## config.mk

```make
export PLATFORM = sky130hd
export DESIGN_NAME = ctte_exec
export DESIGN_NICKNAME = d
export VERILOG_FILES = /design/src/ctte_pkg.sv /design/src/ctte_exec.sv
export VERILOG_INCLUDE_DIRS = /design/src
export SDC_FILE = /design/constraint.sdc
export NUM_CORES = 1
export LEC_CHECK = 0
export BUFFER_PORTS_ARGS = -buffer_cell sky130_fd_sc_hd__clkbuf_2
export CORE_AREA = 4 4 177 179
export CTS_CLUSTER_SIZE = 16
export DETAILED_ROUTE_END_ITERATION = 8
export DIE_AREA = 0 0 181 183
export GPL_TIMING_DRIVEN = 0
export SETUP_SLACK_MARGIN = 0.2
export SLEW_MARGIN = 20
export SYNTH_ARGS = -nofsm -noshare
export SYNTH_HDL_FRONTEND = slang
export SYNTH_SLANG_ARGS = --single-unit
export TNS_END_PERCENT = 1
```

## constraint.sdc

```tcl
create_clock -name clk -period 1.9 [get_ports clk]
set_input_delay 0.19 -clock clk [delete_from_list [all_inputs] [get_ports clk]]
set_output_delay 0.19 -clock clk [all_outputs]
set_load 0.01 [all_outputs]
```

## src/ctte_map.svh

```systemverilog
// Constants for the conditional transfer and accumulator test executor.
// Assumes one 200 MHz core clock and instruction words presented by the fetch stage.
`ifndef CTTE_MAP_SVH
`define CTTE_MAP_SVH
`define CTTE_OP_COND_SINGLE 8'h02
`define CTTE_OP_COND_PAIR 8'h03
`define CTTE_OP_HI 23
`define CTTE_OP_LO 16
`define CTTE_COND_HI 15
`define CTTE_COND_LO 12
`define CTTE_SEL_HI 6
`define CTTE_SEL_LO 3
`define CTTE_SRCP_HI 10
`define CTTE_SRCP_LO 8
`define CTTE_DSTP_HI 2
`define CTTE_DSTP_LO 0
`define CTTE_ALU_TAG_HI 7
`define CTTE_ALU_TAG_LO 0
`define CTTE_COPY_LOW 3'h1
`define CTTE_TEST_LOW 4'h3
`define CTTE_TEST_MASK_LOW 4'h7
`define CTTE_SIGN_BIT 55
`define CTTE_EXEC_CYCLES 2'h2
`endif

```

## src/ctte_pkg.sv

```systemverilog
// Types for the conditional transfer and accumulator test executor.
// Assumes the constants header is compiled alongside.
package ctte_pkg;
    // Condition-code flags of the status byte.
    typedef struct packed {
        logic scaling;
        logic limit;
        logic extension;
        logic unnormalized;
        logic negative;
        logic zero;
        logic overflow;
        logic carry;
    } ctte_flags_type;

    // Write-back request towards the register files.
    typedef struct packed {
        logic accWrite;
        logic accDest;
        logic [55:0] accValue;
        logic ptrWrite;
        logic [2:0] ptrDest;
        logic [15:0] ptrValue;
    } ctte_write_type;

    // Condition codes in field order.
    typedef enum logic [3:0] {
        CTTE_CARRY_CLEAR = 4'h0, CTTE_GREATER_EQUAL = 4'h1, CTTE_NOT_EQUAL = 4'h2,
        CTTE_PLUS = 4'h3, CTTE_NOT_NORMALIZED = 4'h4, CTTE_EXTENSION_CLEAR = 4'h5,
        CTTE_LIMIT_CLEAR = 4'h6, CTTE_GREATER_THAN = 4'h7, CTTE_CARRY_SET = 4'h8,
        CTTE_LESS_THAN = 4'h9, CTTE_EQUAL = 4'hA, CTTE_MINUS = 4'hB,
        CTTE_NORMALIZED = 4'hC, CTTE_EXTENSION_SET = 4'hD, CTTE_LIMIT_SET = 4'hE,
        CTTE_LESS_EQUAL = 4'hF
    } ctte_cond_type;
endpackage

```

## src/ctte_exec.sv

```systemverilog
// Decoder and executor for conditional transfer, register copy and accumulator test.
// Assumes operands and flags are stable while instrValid is high and that the
// parallel-move unit reports its extra cycles and any limiting it performs.
`timescale 1ns/10ps
`include "ctte_map.svh"

module ctte_exec #(
    parameter int ACC_WIDTH = 56,
    parameter int IN_WIDTH = 24,
    parameter int PTR_WIDTH = 16
) (
    input wire logic clk,
    input wire logic rst_n,
    input wire logic instrValid,
    input wire logic [23:0] instrWord,
    input wire logic [55:0] accA,
    input wire logic [55:0] accB,
    input wire logic [23:0] inX0,
    input wire logic [23:0] inX1,
    input wire logic [23:0] inY0,
    input wire logic [23:0] inY1,
    input wire logic [15:0] pointerFile [8],
    input wire ctte_pkg::ctte_flags_type flagsIn,
    input wire logic moveLimited,
    input wire logic moveScaling,
    input wire logic [3:0] moveExtraCycles,
    output logic busy,
    output logic done,
    output logic moveEnable,
    output ctte_pkg::ctte_write_type writeBack,
    output logic flagsWrite,
    output ctte_pkg::ctte_flags_type flagsOut
);
    import ctte_pkg::*;

    // Refuse at elaboration any widths that the fixed ports cannot carry.
    if (ACC_WIDTH != 56 || IN_WIDTH != 24 || PTR_WIDTH != 16)
    begin : g_width_check
        $error("ctte_exec supports only 56/24/16 bit datapath widths.");
    end

    ////////////////////////////////////////////////////////////////////////////
    // Decode.

    // Opcode classification.
    wire [7:0] upperByte = instrWord[`CTTE_OP_HI:`CTTE_OP_LO];
    wire isCondSingle = upperByte == `CTTE_OP_COND_SINGLE;
    wire isCondPair = upperByte == `CTTE_OP_COND_PAIR;
    wire isCond = isCondSingle || isCondPair;
    wire isCopy = !isCond && instrWord[7] == 1'b0 && instrWord[2:0] == `CTTE_COPY_LOW;
    wire isTest = !isCond && instrWord[7] == 1'b0
        && (instrWord[3:0] & `CTTE_TEST_MASK_LOW) == `CTTE_TEST_LOW
        && instrWord[6:4] == 3'h0;
    wire isKnown = isCond || isCopy || isTest;

    // Field extraction.
    wire [3:0] condField = instrWord[`CTTE_COND_HI:`CTTE_COND_LO];
    wire [3:0] selField = instrWord[`CTTE_SEL_HI:`CTTE_SEL_LO];
    wire [2:0] srcPtrSel = instrWord[`CTTE_SRCP_HI:`CTTE_SRCP_LO];
    wire [2:0] dstPtrSel = instrWord[`CTTE_DSTP_HI:`CTTE_DSTP_LO];
    wire testDest = instrWord[3];

    ////////////////////////////////////////////////////////////////////////////
    // Condition evaluation.

    // Signed and normalization terms.
    wire nXorV = flagsIn.negative ^ flagsIn.overflow;
    wire gtTerm = flagsIn.zero | nXorV;
    wire normTerm = flagsIn.zero | (~flagsIn.unnormalized & ~flagsIn.extension);
    logic condTrue;

    // Condition table.
    always_comb
    begin
        unique case (ctte_cond_type'(condField))
            CTTE_CARRY_CLEAR: condTrue = ~flagsIn.carry;
            CTTE_CARRY_SET: condTrue = flagsIn.carry;
            CTTE_EXTENSION_CLEAR: condTrue = ~flagsIn.extension;
            CTTE_EXTENSION_SET: condTrue = flagsIn.extension;
            CTTE_LIMIT_CLEAR: condTrue = ~flagsIn.limit;
            CTTE_LIMIT_SET: condTrue = flagsIn.limit;
            CTTE_EQUAL: condTrue = flagsIn.zero;
            CTTE_NOT_EQUAL: condTrue = ~flagsIn.zero;
            CTTE_MINUS: condTrue = flagsIn.negative;
            CTTE_PLUS: condTrue = ~flagsIn.negative;
            CTTE_GREATER_EQUAL: condTrue = ~nXorV;
            CTTE_LESS_THAN: condTrue = nXorV;
            CTTE_GREATER_THAN: condTrue = ~gtTerm;
            CTTE_LESS_EQUAL: condTrue = gtTerm;
            CTTE_NORMALIZED: condTrue = normTerm;
            CTTE_NOT_NORMALIZED: condTrue = ~normTerm;
        endcase
    end

    ////////////////////////////////////////////////////////////////////////////
    // Source selection.

    // Input registers are placed in the middle portion with sign extension, zero low.
    function automatic logic [55:0] extendInput(input logic [23:0] value);
        extendInput = {{8{value[23]}}, value, 24'h000000};
    endfunction

    logic [55:0] srcValue;

    // Source and accumulator destination decode.
    always_comb
    begin
        srcValue = accB;
        if (selField[3])
        begin
            unique case (selField[2:1])
                2'h0: srcValue = extendInput(inX0);
                2'h1: srcValue = extendInput(inY0);
                2'h2: srcValue = extendInput(inX1);
                2'h3: srcValue = extendInput(inY1);
            endcase
        end
        else if (selField[0])
        begin
            srcValue = accA;
        end
    end

    wire selLegal = selField[3] || selField[2:1] == 2'h0;

    ////////////////////////////////////////////////////////////////////////////
    // Sequencing.

    typedef enum logic [1:0] {IDLE, EXEC, MOVE_WAIT} ctte_state_type;
    ctte_state_type state;
    ctte_state_type next_state;
    logic [3:0] cycleCount;
    logic [3:0] next_cycleCount;
    logic isCondHeld;
    logic testDestHeld;

    // The first cycle is the accept cycle; the second completes conditional forms and any instruction whose moveExtraCycles is zero.
    wire accept = state == IDLE && instrValid && isKnown;

    always_comb
    begin
        next_state = state;
        next_cycleCount = cycleCount;
        unique case (state)
            IDLE:
                if (accept)
                begin
                    next_state = EXEC;
                    next_cycleCount = isCond ? 4'h0 : moveExtraCycles;
                end
            EXEC:
                if (cycleCount == 4'h0)
                begin
                    next_state = IDLE;
                end
                else
                begin
                    next_state = MOVE_WAIT;
                end
            MOVE_WAIT:
                if (cycleCount == 4'h1)
                begin
                    next_state = IDLE;
                    next_cycleCount = 4'h0;
                end
                else
                begin
                    next_cycleCount = cycleCount - 4'h1;
                end
        endcase
    end

    // State and captured decode.
    always_ff @(posedge clk)
    begin
        if (!rst_n)
        begin
            state <= IDLE;
            cycleCount <= 4'h0;
            isCondHeld <= 1'b0;
            testDestHeld <= 1'b0;
        end
        else
        begin
            state <= next_state;
            cycleCount <= next_cycleCount;
            if (accept)
            begin
                isCondHeld <= isCond;
                testDestHeld <= testDest;
            end
        end
    end

    wire finishing = (state == EXEC && cycleCount == 4'h0)
        || (state == MOVE_WAIT && cycleCount == 4'h1);
    assign busy = state != IDLE;
    assign done = finishing;
    // Parallel moves are granted only alongside copy and test.
    assign moveEnable = busy && !isCondHeld;

    ////////////////////////////////////////////////////////////////////////////
    // Results, registered at accept so a false condition writes nothing.

    wire [55:0] testAcc = testDest ? accB : accA;
    ctte_flags_type moveFlags;
    ctte_flags_type testFlags;
    ctte_flags_type next_flagsOut;

    // Move flags merge sticky limiting and scaling from the parallel move; test flags
    // then subtract zero: negative from sign, zero from value, overflow cleared.
    always_comb
    begin
        moveFlags = flagsIn;
        moveFlags.limit = flagsIn.limit | moveLimited;
        moveFlags.scaling = flagsIn.scaling | moveScaling;
        testFlags = moveFlags;
        testFlags.negative = testAcc[`CTTE_SIGN_BIT];
        testFlags.zero = testAcc == 56'h0;
        testFlags.overflow = 1'b0;
        testFlags.carry = 1'b0;
        testFlags.extension = !(&testAcc[55:47] || ~|testAcc[55:47]);
        testFlags.unnormalized = !(testAcc[47] ^ testAcc[46]);
        next_flagsOut = testFlags;
    end

    wire condWrite = isCond && condTrue && selLegal;
    wire copyWrite = isCopy && selLegal;

    // Write-back and flag output registers.
    always_ff @(posedge clk)
    begin
        if (!rst_n)
        begin
            writeBack <= '0;
            flagsOut <= '0;
        end
        else if (accept)
        begin
            writeBack.accWrite <= condWrite || copyWrite;
            writeBack.accDest <= selField[0];
            writeBack.accValue <= srcValue;
            writeBack.ptrWrite <= condWrite && isCondPair;
            writeBack.ptrDest <= dstPtrSel;
            writeBack.ptrValue <= pointerFile[srcPtrSel];
            flagsOut <= isTest ? next_flagsOut : (isCopy ? moveFlags : flagsIn);
        end
        else if (finishing)
        begin
            writeBack.accWrite <= 1'b0;
            writeBack.ptrWrite <= 1'b0;
        end
    end

    // Flags change only at completion; conditional forms never write them.
    assign flagsWrite = finishing && !isCondHeld;

    ////////////////////////////////////////////////////////////////////////////
    // Assertions.

    property p_cond_flags;
        @(posedge clk) disable iff (!rst_n)
        accept && isCond |=> !flagsWrite && flagsOut == $past(flagsIn);
    endproperty
    a_cond_flags: assert property (p_cond_flags)
        else $error("Flags written by conditional form.");

    property p_cond_two;
        @(posedge clk) disable iff (!rst_n)
        accept && isCond |=> finishing ##1 state == IDLE;
    endproperty
    a_cond_two: assert property (p_cond_two)
        else $error("Conditional form not two cycles.");

    property p_false_nowrite;
        @(posedge clk) disable iff (!rst_n)
        accept && isCond && !condTrue |=> !writeBack.accWrite && !writeBack.ptrWrite;
    endproperty
    a_false_nowrite: assert property (p_false_nowrite)
        else $error("False condition wrote.");

    property p_true_write;
        @(posedge clk) disable iff (!rst_n)
        accept && isCondPair && condTrue && selLegal |=> writeBack.accWrite && writeBack.ptrWrite
            && writeBack.ptrValue == $past(pointerFile[srcPtrSel]);
    endproperty
    a_true_write: assert property (p_true_write)
        else $error("True pair transfer missing.");

    property p_greater_equal;
        @(posedge clk) disable iff (!rst_n)
        condField == 4'h1 |-> condTrue == (flagsIn.negative == flagsIn.overflow);
    endproperty
    a_greater_equal: assert property (p_greater_equal)
        else $error("Greater-equal wrong.");

    property p_equal;
        @(posedge clk) disable iff (!rst_n)
        condField == 4'hA |-> condTrue == flagsIn.zero;
    endproperty
    a_equal: assert property (p_equal)
        else $error("Equal wrong.");

    property p_normalized;
        @(posedge clk) disable iff (!rst_n)
        condField == 4'hC && !flagsIn.zero && flagsIn.extension |-> !condTrue;
    endproperty
    a_normalized: assert property (p_normalized)
        else $error("Normalized wrong.");

    property p_test_flags;
        @(posedge clk) disable iff (!rst_n)
        accept && isTest |=> !flagsOut.overflow && flagsOut.negative == $past(testAcc[55])
            && !writeBack.accWrite;
    endproperty
    a_test_flags: assert property (p_test_flags)
        else $error("Test flags wrong.");

    property p_copy_flags;
        @(posedge clk) disable iff (!rst_n)
        accept && isCopy |=> flagsOut[5:0] == $past(flagsIn[5:0]);
    endproperty
    a_copy_flags: assert property (p_copy_flags)
        else $error("Copy altered flags.");
endmodule // ctte_exec

```

# After elaboration in Yosys (flattened, before gate mapping)
# Cells that the tools add are included.
word_totals:
  inputBits: 377
  regBits: 93
op_classes:
  mux: 21
  add_sub_neg: 1
  reduce_logical: 39
  order_cmp: 1
  eq_ne: 27
  bitwise_logic: 18
ops:
  columns: ["operator", "n"]
  rows:
  - ["one-hot mux 56 bit (4 select lines)", 1]
  - ["two-way mux 56 bit", 3]
  - ["zero test 56 bit", 1]
  - ["binary-select mux 16 bit (select 3 bit)", 1]
  - ["equality test 4 bit (second input constant)", 8]
  - ["two-way mux 16 bit", 2]
  - ["equality test 4 x 3 -> 1 bit (second input constant)", 4]
  - ["equality test 8 x 2 -> 1 bit (second input constant)", 2]
  - ["two-way mux 8 bit", 2]
  - ["one-hot mux 1 bit (16 select lines)", 1]
  - ["logical AND 1 bit", 14]
  - ["two-way mux 4 bit", 3]
  - ["NOT 1 bit", 10]
  - ["AND reduction 9 bit", 1]
  - ["OR reduction 9 bit", 1]
  - ["equality test 4 x 1 -> 1 bit (second input constant)", 2]
  - ["equality test 4 x 2 -> 1 bit (second input constant)", 2]
  - ["zero test 4 bit", 2]
  - ["one-hot mux 4 bit (2 select lines)", 1]
  - ["logical OR 1 bit", 7]
  - ["equality test 2 bit (second input constant)", 3]
  - ["two-way mux 2 bit", 3]
  - ["one-hot mux 2 bit (3 select lines)", 1]
  - ["nonzero test 2 bit", 3]
  - ["15 further kinds", 29]

# Depth between registers and ports, before layout
# Gate-level depths: netlist of run 1.
logic_depth:
  word_depth: 10
  depth_mapped: 9

# Worst setup path after synthesis of run 1
# Ideal clock, no wire load.
synth_timing:
  path_type: "input -> register"
  start: "input instrWord[3]"
  end: "register flagsOut[2] (netlist name)"
  path_stages: 9
  arrival_time_ps: 1829
  required_time_ps: 1826
  setup_ps: 74
  path_slack_ps: -3
  path_buffers: 3
  path_cell_list: "clkbuf_1 -> clkbuf_1 -> buf_2 -> mux2i_1 -> ha_1 -> inv_1 -> a211oi_1 -> o2111ai_1 -> a31oi_1"
synth_between:
  elab_chain_len: 3
synth_rtl:
  columns: ["item", "line", "rtl"]
  rows:
  - ["from (decl)", "ctte_exec.sv:15", "input wire logic [23:0] instrWord,"]
  - ["two-way mux 56 bit", "ctte_exec.sv:205", "wire [55:0] testAcc = testDest ? accB : accA;"]
  - ["zero test 56 bit", "ctte_exec.sv:219", "testFlags.zero = testAcc == 56'h0;"]
  - ["two-way mux 8 bit", "ctte_exec.sv:246", "flagsOut <= isTest ? next_flagsOut : (isCopy ? moveFlags : flagsIn);"]
  - ["to (signal assigned)", "ctte_exec.sv:246", null]
  - ["to (decl)", "ctte_exec.sv:32", "output ctte_pkg::ctte_flags_type flagsOut"]
# Every way passes these cells.
# A chain may end at the register's enable or synchronous reset.

# Worst setup path in the final report of run 1
layout_timing:
  start: "register state[1]"
  end: "register writeBack[40] (netlist name)"
layout_between:
  elab_chain_len: 3
layout_rtl:
  columns: ["item", "line", "rtl"]
  rows:
  - ["from (decl)", "ctte_exec.sv:130", "ctte_state_type state;"]
  - ["from (signal assigned)", "ctte_exec.sv:185", "state <= next_state;"]
  - ["zero test 2 bit", "ctte_exec.sv:138", "wire accept = state == IDLE && instrValid && isKnown;"]
  - ["logical AND 1 bit (2 in series)", "ctte_exec.sv:138", null]
  - ["to (decl)", "ctte_exec.sv:30", "output ctte_pkg::ctte_write_type writeBack,"]
# Every way passes these cells.

==> reports/summary.txt, run 1 <==
most frequently used flop master after synthesis = dfxtp_1
RD Place Congestion = 1.04
Final Hold Viols = 0
hold slack final = 92.0 ps
average wire per standard cell = 23.0 um
total number of vias = 7740
Unique masters post-synth = 57
CP Launch Type = flip-flop
# rows = 63
clock slew seen by the registers of the worst setup and hold paths = 70 ps
DR WL met2 = 19.2 mm
top-count cell post-synth = nand2_1
outcome = complete, no violations
Worst setup EP type = flip-flop
routed length on met1 = 14.2 mm
Post-synth ARST share = 0
TritonCTS clock tree = built
Die Wd = 181 um
Required @ worst endpoint = 2170 ps
final-report setup violation count = 0
Max Transition Viols Final = 0
Fin Clk Skew = 10.2 ps
sequential area share after synthesis = 0.284
leakage = 4.42 nW
Final Cycle Share = 0.904
worst min path class = primary input to flip-flop
setup TNS = 0 ps
synth top area cells = dfxtp_1 28%, mux4_2 19%, mux2i_1 11%
Max-slew headroom = 0.491
first-pass GRT wire length = 51.6 mm
Seq cells post-synth = 93
Port Buf Inserts = 458
hold_buf cts = 0
initial drt markers = 356
Top-Level Pins = 467
Overflow after GRT = 0
Final nets = 1581
Post-route DRC = 0
total core area = 0.0296 sq mm
die area = 0.0331 sq mm
Final Critical Period = 1720 ps
final core occ = 0.334
fin worst setup slack = 182 ps
area leader, netlist = dfxtp_1
critical path peak fanout = 10
Clock H-tree levels = 3
DP Cell Count = 1573
PD cells = 561 mW/mm^2
Syn. warnings = 0
ANT nets after route = 0
setup repair after global routing missed its margin = yes
CTS Buf Count = 9
final WL = 36.7 mm
cell area after layout = 0.00986 sq mm
number of synthesized flops with an enable pin = 0
initial core utilization = 0.222
P&R area growth vs syn = 50.3%
FMAX = 0.582 GHz
TritonRoute pass-1 iters = 5
Synth Cell Area = 0.00656 sq mm
CTS max path bufs = 2
Post-DP Area = 0.00936 sq mm
largest net degree at the start of global routing = 17
layout cells sized above 1 = 0.498
number of global-route vias before repair = 7981
Worst-Margin Slew = 763 ps
CTS Root Cell = clkbuf_16
Max Cap Viol = 0
pre-CTS WS = -1040 ps
antenna violations before repair = 8
synthesized area per cell = 9.05 sq um
CP Data Arrival Time = 1990 ps
Setup CP Type = flip-flop to flip-flop
Net Count, Synth = 1109
Final Power = 5.53 mW
GRT Resource Usage Total = 0.210
Yosys top cell area share = 0.284
Met3 Wirelength = 2.32 mm
Detailed Place HPWL = 31.8 mm
Syn Inst Count = 725
Layout Cells excl Fill = 1597
Via density = 4.85
worst skew pair latency = 350 ps
IR Drop Worst-Case VDD = 341 uV
highest routed layer = met5
synth cell count leaders = 129 x nand2_1, 93 x dfxtp_1, 71 x a21oi_1, 69 x mux2i_1, 56 x mux4_2
die height = 183 um
clk sinks = 93
[sequential cells by signal (all words and copies together), names as in the netlist]
| name | flops |
|---|---|
| flagsOut | 8 |
| state | 2 |
| isCondHeld | 1 |
| writeBack | 78 |
| cycleCount | 4 |
[routing by layer]
| metal | track usage | up-vias |
|---|---|---|
| met5 | 0 | - |
| met3 | 0.0440 | 46 |
| met1 | 0.241 | 3673 |
| met2 | 0.392 | 344 |
| li1 | - | 3673 |
| met4 | 0.0618 | 4 |
[critical path, stage by stage (launching register included)]
cell     delay (ps)
dfxtp_2         340
inv_2            80
ha_4            150
nand2_4          70
or2_4           250
buf_6           140
buf_8           140
or3_4           370
a21oi_2         110
[cells by family (layout without fill, tap and decap cells)]
| group | Yosys count | after routing | share of synthesized area |
|---|---|---|---|
| other cells | 0 | 5 | 0 |
| fa+ha+maj | 7 | 7 | 0.0134 |
| simple gates | 253 | 253 | 0.185 |
| buf+inv | 73 | 550 | 0.0467 |
| mux | 134 | 134 | 0.313 |
| flops | 93 | 93 | 0.284 |
| xor+xnor | 7 | 7 | 0.00935 |
| compound gates | 158 | 158 | 0.149 |
[final timing paths]
check	startpoint	to	slack, ps	depth (start not counted)
min	instrWord[0]	writeBack[16]$_SDFFE_PN0P_	90	3
max reg2reg	state[1]$_SDFFE_PN0P_	writeBack[40]$_SDFFE_PN0P_	180	8
max	state[1]$_SDFFE_PN0P_	writeBack[40]$_SDFFE_PN0P_	180	8
min reg2reg	writeBack[30]$_SDFFE_PN0P_	writeBack[30]$_SDFFE_PN0P_	450	2
[layout by cell type (no fill, tap or decap), types with 3 or more instances in the layout]
cell,Yosys,layout
mux2i_1,69,68
ha_1,7,6
nor3_1,6,4
mux2_2,9,9
a21oi_1,71,69
clkbuf_16,0,10
dfxtp_1,93,89
buf_2,14,12
a31oi_1,3,3
diode_2,0,5
a211oi_1,20,20
clkbuf_4,0,4
or3_1,28,26
buf_1,5,3
nor2_1,30,29
nand2b_1,8,8
clkbuf_2,0,462
inv_1,10,8
buf_4,0,8
nand2_1,129,127
nor4b_1,3,3
nor4_1,24,23
mux4_2,56,56
clkbuf_1,42,30
nand3_1,6,6
o21ai_0,28,28
o211ai_1,10,10
nand4_1,8,8
dfxtp_2,0,3
xor2_1,6,6
[what timing repair did]
item                                   4_1_cts  5_1_grt
endpoints found under the hold margin        0        0
pin swaps                                    4        0
setup endpoints to repair                   94       83
resized for setup                           48        9
buffers inserted                             3        0
[final cells by class]
type                    count  area (sq um)
fillers                  3212         19700
multi-input cells         559          4480
repair buffers            461          2310
flip-flops and latches     93          1870
well taps                 390           488
plain buffers              63           349
clock buffers              10           239
clock inverters             6          68.8
inverters                  10          37.5
diodes                      5          12.5
[report_power, final]
| group | total, mW | internal [mW] | switching (mW) |
|---|---|---|---|
| logic | 1.58 | 0.781 | 0.800 |
| registers | 2.03 | 2.00 | 0.0310 |
| clock network | 1.92 | 1.07 | 0.853 |
| total | 5.53 | 3.85 | 1.68 |
Power figures use the tool's default switching activity.
==> inputs of run 2 (changes only) <==
--- a/config.mk
+++ b/config.mk
@@ -12,6 +12,7 @@
 export DETAILED_ROUTE_END_ITERATION = 8
 export DIE_AREA = 0 0 181 183
 export GPL_TIMING_DRIVEN = 0
+export REMOVE_ABC_BUFFERS = 1
 export SETUP_SLACK_MARGIN = 0.2
 export SLEW_MARGIN = 20
 export SYNTH_ARGS = -nofsm -noshare
==> run 2 against run 1 <==
Effect of this change:
- routed wire length is 12% lower
- utilization is 0.23 points lower
- combinational power is 4% lower
- largest cell class unchanged
- highest routed layer unchanged
==> reports/summary.txt, run 2 (same netlist as run 1, synthesis figures left out) <==
worst min path class = primary input to flip-flop (unchanged)
Layout Cells excl Fill = 1548 (was 1597)
TritonCTS clock tree = built (unchanged)
Overflow after GRT = 0 (unchanged)
outcome = complete, no violations (unchanged)
total core area = 0.0296 sq mm (unchanged)
die height = 183 um (unchanged)
final-report setup violation count = 0 (unchanged)
initial drt markers = 334 (was 356)
layout cells sized above 1 = 0.500 (was 0.498)
largest net degree at the start of global routing = 72 (was 17)
first-pass GRT wire length = 45.9 mm (was 51.6 mm)
most frequent cells in the layout = 460 x clkbuf_2, 127 x nand2_1, 90 x dfxtp_1, 70 x a21oi_1, 69 x mux2i_1 (was 462 x clkbuf_2, 127 x nand2_1, 89 x dfxtp_1, 69 x a21oi_1, 68 x mux2i_1)
clock slew seen by the registers of the worst setup and hold paths = 70 ps (about the same)
Sw Pwr = 1.65 mW (was 1.68 mW)
CTS Root Cell = clkbuf_16 (unchanged)
Final Critical Period = 1840 ps (was 1720 ps)
worst skew pair latency = 340 ps (was 350 ps)
# rows = 63 (unchanged)
average wire per standard cell = 20.9 um (was 23.0 um)
IR Drop Worst-Case VDD = 364 uV (was 341 uV)
Worst setup EP type = flip-flop (unchanged)
Final Cycle Share = 0.967 (was 0.904)
Final nets = 1535 (was 1581)
Top-Level Pins = 467 (unchanged)
total number of vias = 7497 (was 7740)
PD cells = 575 mW/mm^2 (was 561 mW/mm^2)
Worst-Margin Slew = 801 ps (was 763 ps)
Reg2Reg Setup Slack = 100 ps (was 180 ps)
antenna violations before repair = 6 (was 8)
Clk pwr share = 0.371 (was 0.347)
CP Data Arrival Time = 2120 ps (was 1990 ps)
Setup CP Type = primary input to flip-flop (was flip-flop to flip-flop)
Die Wd = 181 um (unchanged)
DP Cell Count = 1523 (was 1573)
leakage = 4.40 nW (was 4.42 nW)
CTS max path bufs = 2 (unchanged)
internal power = 3.98 mW (was 3.85 mW)
Comb power frac = 0.270 (was 0.286)
Sw Ratio = 0.293 (was 0.305)
initial core utilization = 0.222 (unchanged)
critical path peak fanout = 71 (was 10)
max FFs per register = 78 (unchanged)
Final Hold Viols = 0 (unchanged)
setup TNS = 0 ps (unchanged)
Required @ worst endpoint = 2180 ps (was 2170 ps)
Fin Clk Skew = 9.50 ps (was 10.2 ps)
Post-DP Area = 0.00928 sq mm (was 0.00936 sq mm)
Final Power = 5.63 mW (was 5.53 mW)
GRT Resource Usage Total = 0.183 (was 0.210)
number of global-route vias before repair = 7427 (was 7981)
Clock H-tree levels = 3 (unchanged)
Port Buf Inserts = 465 (was 458)
P&R area growth vs syn = 49.3% (was 50.3%)
RD Place Congestion = 0.936 (was 1.04)
ANT nets after route = 0 (unchanged)
CTS Buf Count = 9 (unchanged)
Detailed Place HPWL = 26.6 mm (was 31.8 mm)
TritonRoute pass-1 iters = 5 (unchanged)
commonest non-fill, non-tap cell in the layout = clkbuf_2 (unchanged)
Top reg by flops = writeBack (unchanged)
biggest registers after layout = writeBack x78, flagsOut x8, cycleCount x4 (unchanged)
Max-slew headroom = 0.466 (was 0.491)
Via density = 4.84 (was 4.85)
Max Transition Viols Final = 0 (unchanged)
Max Cap Viol = 0 (unchanged)
Post-route DRC = 0 (unchanged)
final WL = 32.3 mm (was 36.7 mm)
CP Launch Type = primary input (was flip-flop)
die area = 0.0331 sq mm (unchanged)
setup repair after global routing missed its margin = yes (unchanged)
cell area after layout = 0.00979 sq mm (was 0.00986 sq mm)
Sequential Power Share = 0.360 (was 0.367)
clk sinks = 93 (unchanged)
FMAX = 0.544 GHz (was 0.582 GHz)
final core occ = 0.331 (was 0.334)
==> run 2: worst paths after layout <==
check	from	endpoint	cells after the start
max	instrWord[6]	writeBack[38]$_SDFFE_PN0P_	8
min	instrWord[0]	writeBack[16]$_SDFFE_PN0P_	3
max reg2reg	state[0]$_SDFFE_PN0P_	writeBack[38]$_SDFFE_PN0P_	7
min reg2reg	writeBack[47]$_SDFFE_PN0P_	writeBack[47]$_SDFFE_PN0P_	2
==> run 2: metal layers <==
metal	GRT usage	share of wire	vias to the layer above
li1	-	-	3582
met1	0.223	0.41	3559
met2	0.330	0.51	324
met3	0.0403	0.066	30
met4	0.0471	0.018	2
met5	0	0.00025	-
==> run 2: what timing repair did <==
item,CTS,global route
hold buffers,0,0
setup endpoints to repair,95,87
cloned,2,0
gates resized for setup,10,13
buffers inserted,2,3
endpoints found under the hold margin,0,0
pin swaps,3,27
==> run 2: power by group through the flow <==
stage	Combinational (mW)	Sequential, mW	Clock, mW
after global routing	1.65	2.03	2.25
after detailed placement	1.46	2.07	0
final	1.52	2.03	2.09
after CTS	1.50	2.02	2.18
after floorplan	0.612	2.08	0
after global placement	1.43	2.07	0
==> run 2: cell type report <==
type | instances | area (sq um)
timing repair buffer | 477 | 2610
antenna | 2 | 5.00
inverter | 10 | 40.0
multi-input combinational | 560 | 4450
tap | 390 | 488
sequential | 93 | 1870
fill | 3151 | 19800
clock inverter | 6 | 95.1
clock buffer | 10 | 239
==> run 2: metrics by stage <==
| stage | hold slack (ps) | setup slack, ps |
|---|---|---|
| final | 98.3 | 62.5 |
| after global routing | 89.5 | 0.163 |
| after CTS | 77.7 | 27.0 |
| after detailed placement | 444 | -842 |
| after global placement | 439 | -4980 |
| after floorplan | 323 | -1860 |
==> run 2: worst max-delay path: stages <==
cell and delay, ps:
clkbuf_16 190, buf_16 190, o31a_1 260, a2bb2oi_2 190, or2_4 300, buf_16 190, or3_1 390, a21oi_1 140
==> inputs of run 3 (changes only) <==
--- a/config.mk
+++ b/config.mk
@@ -6,11 +6,12 @@
 export SDC_FILE = /design/constraint.sdc
 export NUM_CORES = 1
 export LEC_CHECK = 0
+export ABC_AREA = 1
 export BUFFER_PORTS_ARGS = -buffer_cell sky130_fd_sc_hd__clkbuf_2
-export CORE_AREA = 4 4 177 179
+export CORE_AREA = 4 4 178 180
 export CTS_CLUSTER_SIZE = 16
 export DETAILED_ROUTE_END_ITERATION = 8
-export DIE_AREA = 0 0 181 183
+export DIE_AREA = 0 0 182 184
 export GPL_TIMING_DRIVEN = 0
 export REMOVE_ABC_BUFFERS = 1
 export SETUP_SLACK_MARGIN = 0.2
==> run 3 against run 2 <==
Effect of this change:
- register-to-register slack gained 110 ps
- clock skew grew 3.2 ps
- routed wire length grew 14%
==> reports/summary.txt, run 3 <==
Final Critical Period = 1690 ps (was 1840 ps)
GRT Resource Usage Total = 0.209 (was 0.183)
Max Transition Viols Final = 0 (unchanged)
Hold Crit Depth = 3 (unchanged)
worst min path class = primary input to flip-flop (unchanged)
Final Cycle Share = 0.889 (was 0.967)
Hold Path Origin = instrWord[0] (unchanged)
total number of vias = 9611 (was 7497)
Synth Cell Area = 0.00683 sq mm (was 0.00656 sq mm)
clk sinks = 93 (unchanged)
Layout Cells excl Fill = 1961 (was 1548)
Final nets = 1942 (was 1535)
Setup CP Type = flip-flop to output pin (was primary input to flip-flop)
die area = 0.0335 sq mm (was 0.0331 sq mm)
final WL = 37.0 mm (was 32.3 mm)
number of global-route vias before repair = 9565 (was 7427)
most frequent cells in the layout = 460 x clkbuf_2, 220 x nand2_1, 213 x nor2_1, 187 x o21ai_0, 91 x dfxtp_1 (was 460 x clkbuf_2, 127 x nand2_1, 90 x dfxtp_1, 70 x a21oi_1, 69 x mux2i_1)
Max Cap Viol = 0 (unchanged)
Final Hold Viols = 0 (unchanged)
Syn Inst Count = 1142 (was 725)
area leader, netlist = dfxtp_1 (unchanged)
hold slack final = 91.2 ps (was 98.3 ps)
layout cells sized above 1 = 0.346 (was 0.500)
initial core utilization = 0.226 (was 0.222)
Yosys top cell area share = 0.273 (was 0.284)
IR Drop Worst-Case VDD = 447 uV (was 364 uV)
synth cell count leaders = 223 x nand2_1, 216 x nor2_1, 189 x o21ai_0, 93 x dfxtp_1, 84 x a21oi_1 (was 129 x nand2_1, 93 x dfxtp_1, 71 x a21oi_1, 69 x mux2i_1, 56 x mux4_2)
initial drt markers = 433 (was 334)
Unique masters post-synth = 33 (was 57)
# rows = 64 (was 63)
critical path peak fanout = 4 (was 71)
ANT nets after route = 0 (unchanged)
CP top delay family = flip-flops (was simple AND/OR/NAND/NOR gates)
Hold Path End = writeBack[16]$_SDFFE_PN0P_ (unchanged)
Reg2Reg Setup Slack = 210 ps (was 100 ps)
P&R area growth vs syn = 47.3% (was 49.3%)
leakage = 5.02 nW (was 4.40 nW)
CTS max path bufs = 2 (unchanged)
die height = 184 um (was 183 um)
Post-synth ARST share = 0 (unchanged)
synth top area cells = dfxtp_1 27%, o21ai_0 14%, nand2_1 12% (was dfxtp_1 28%, mux4_2 19%, mux2i_1 11%)
sequential area share after synthesis = 0.273 (was 0.284)
clock slew seen by the registers of the worst setup and hold paths = 80 ps (was 70 ps)
TritonRoute pass-1 iters = 5 (unchanged)
RD Place Congestion = 0.895 (was 0.936)
Required @ worst endpoint = 1710 ps (was 2180 ps)
Syn. warnings = 0 (unchanged)
Detailed Place HPWL = 26.7 mm (was 26.6 mm)
Worst-Margin Slew = 754 ps (was 801 ps)
antenna violations before repair = 2 (was 6)
Die Wd = 182 um (was 181 um)
setup repair after global routing missed its margin = yes (unchanged)
crit path cell chain = inv_2 > ha_1 > nand3_1 > o22ai_2 > inv_2 > nor2_2 > buf_2 (was clkbuf_16 > buf_16 > o31a_1 > a2bb2oi_2 > or2_4 > buf_16 > or3_1 > a21oi_1)
CTS Root Cell = clkbuf_16 (unchanged)
Top reg by flops = writeBack (unchanged)
Max-slew headroom = 0.497 (was 0.466)
biggest registers after layout = writeBack x78, flagsOut x8, cycleCount x4 (unchanged)
CP Data Arrival Time = 1500 ps (was 2120 ps)
most frequently used flop master after synthesis = dfxtp_1 (unchanged)
Seq cells post-synth = 93 (unchanged)
DP Cell Count = 1925 (was 1523)
setup TNS = 0 ps (unchanged)
commonest non-fill, non-tap cell in the layout = clkbuf_2 (unchanged)
outcome = complete, no violations (unchanged)
max FFs per register = 78 (unchanged)
Post-route DRC = 0 (unchanged)
number of synthesized flops with an enable pin = 0 (unchanged)
first-pass GRT wire length = 54.2 mm (was 45.9 mm)
average wire per standard cell = 18.8 um (was 20.9 um)
CP Launch Type = flip-flop (was primary input)
Fin Clk Skew = 12.6 ps (was 9.50 ps)
PD cells = 638 mW/mm^2 (was 575 mW/mm^2)
top-count cell post-synth = nand2_1 (unchanged)
Top-Level Pins = 467 (unchanged)
largest net degree at the start of global routing = 72 (unchanged)
final-report setup violation count = 0 (unchanged)
Clock H-tree levels = 3 (unchanged)
FF-to-FF End = flagsOut[5]$_SDFFE_PN0P_ (was writeBack[38]$_SDFFE_PN0P_)
synthesized area per cell = 5.98 sq um (was 9.05 sq um)
Worst setup EP type = output pin (was flip-flop)
Port Buf Inserts = 465 (unchanged)
total core area = 0.0302 sq mm (was 0.0296 sq mm)
worst r2r src = state[1]$_SDFFE_PN0P_ (was state[0]$_SDFFE_PN0P_)
worst skew pair latency = 360 ps (was 340 ps)
critical path's slowest cell = dfxtp_1 (was or3_1)
Overflow after GRT = 0 (unchanged)
TritonCTS clock tree = built (unchanged)
CTS Buf Count = 9 (unchanged)
worst-case reg-to-reg path depth = 10 (was 7)
FMAX = 0.592 GHz (was 0.544 GHz)
slowest stage delay, CP = 340 ps (was 390 ps)
Via density = 4.90 (was 4.84)
worst path bufs/invs = 3 (unchanged)
most frequent CP cell = inv_2 (was buf_16)
[run 3: layout make-up]
cell class | instances | area [sq um]
well taps | 396 | 495
inverters | 60 | 305
repair buffers | 480 | 2560
fillers | 3390 | 20100
flip-flops and latches | 93 | 1860
diodes | 2 | 5.00
repair inverters | 5 | 41.3
clock inverters | 7 | 106
clock buffers | 9 | 225
multi-input cells | 909 | 4450
[run 3: routing by layer]
metal	vias up	global-route usage	part of all wire
met2	422	0.362	0.48
met1	4408	0.242	0.40
met5	-	0	0
li1	4715	-	-
met3	66	0.0520	0.080
met4	0	0.0982	0.042
[run 3: stage by stage]
stage	cell area (sq um)	worst slack, ps	power, mW	utilization
final	10100	210	6.41	0.333
after global routing	10100	79.0	6.84	0.333
after CTS	9960	123	6.41	0.330
after detailed placement	9370	-2410	4.13	0.310
after global placement	9270	-3540	4.09	0.307
after floorplan	6450	-981	3.15	-
[run 3: power breakdown]
part	internal [mW]	switching [mW]
combinational	0.900	1.28
sequential	2.07	0.0720
clock	1.18	0.912
total	4.14	2.27
[run 3: worst max path at each step]
stage	from	to	slack, ps	cells after the start
after floorplan	instrWord[6]	flagsOut[5]$_SDFFE_PN0P_	-980	10
after global placement	instrWord[6]	writeBack[25]$_SDFFE_PN0P_	-3540	10
after detailed placement	instrWord[6]	flagsOut[5]$_SDFFE_PN0P_	-2410	12
after CTS	state[1]$_SDFFE_PN0P_	writeBack[37]$_SDFFE_PN0P_	120	9
after global routing	cycleCount[0]$_SDFFE_PN0P_	flagsWrite	80	7
final	cycleCount[0]$_SDFFE_PN0P_	flagsWrite	210	7
[run 3: timing repair]
| item | 4_1_cts | 5_1_grt |
|---|---|---|
| pin swaps | 3 | 1 |
| cloned | 8 | 1 |
| hold buffers | 0 | 0 |
| setup buffers | 5 | 4 |
| setup endpoints to repair | 94 | 92 |
| gates resized for setup | 32 | 22 |
[run 3: kinds of logic after synthesis]
group / count (synthesis) / share of synthesized area
multiplexers: 1 / 0.00147
flip-flops: 93 / 0.273
XOR/XNOR: 2 / 0.00257
AO/OA/AOI/OAI: 359 / 0.299
adder cells (fa/ha/maj): 7 / 0.0128
buffers and inverters: 142 / 0.0887
AND/OR/NAND/NOR: 538 / 0.323
[run 3: worst reg2reg max path: stages, from the launching register on]
cell and delay (ps):
dfxtp_2 350, inv_1 80, ha_2 210, nand2_1 100, inv_4 120, nand2_8 100, clkinv_16 120, buf_16 170
o21ai_0 140, a21oi_1 130, nor2_1 50
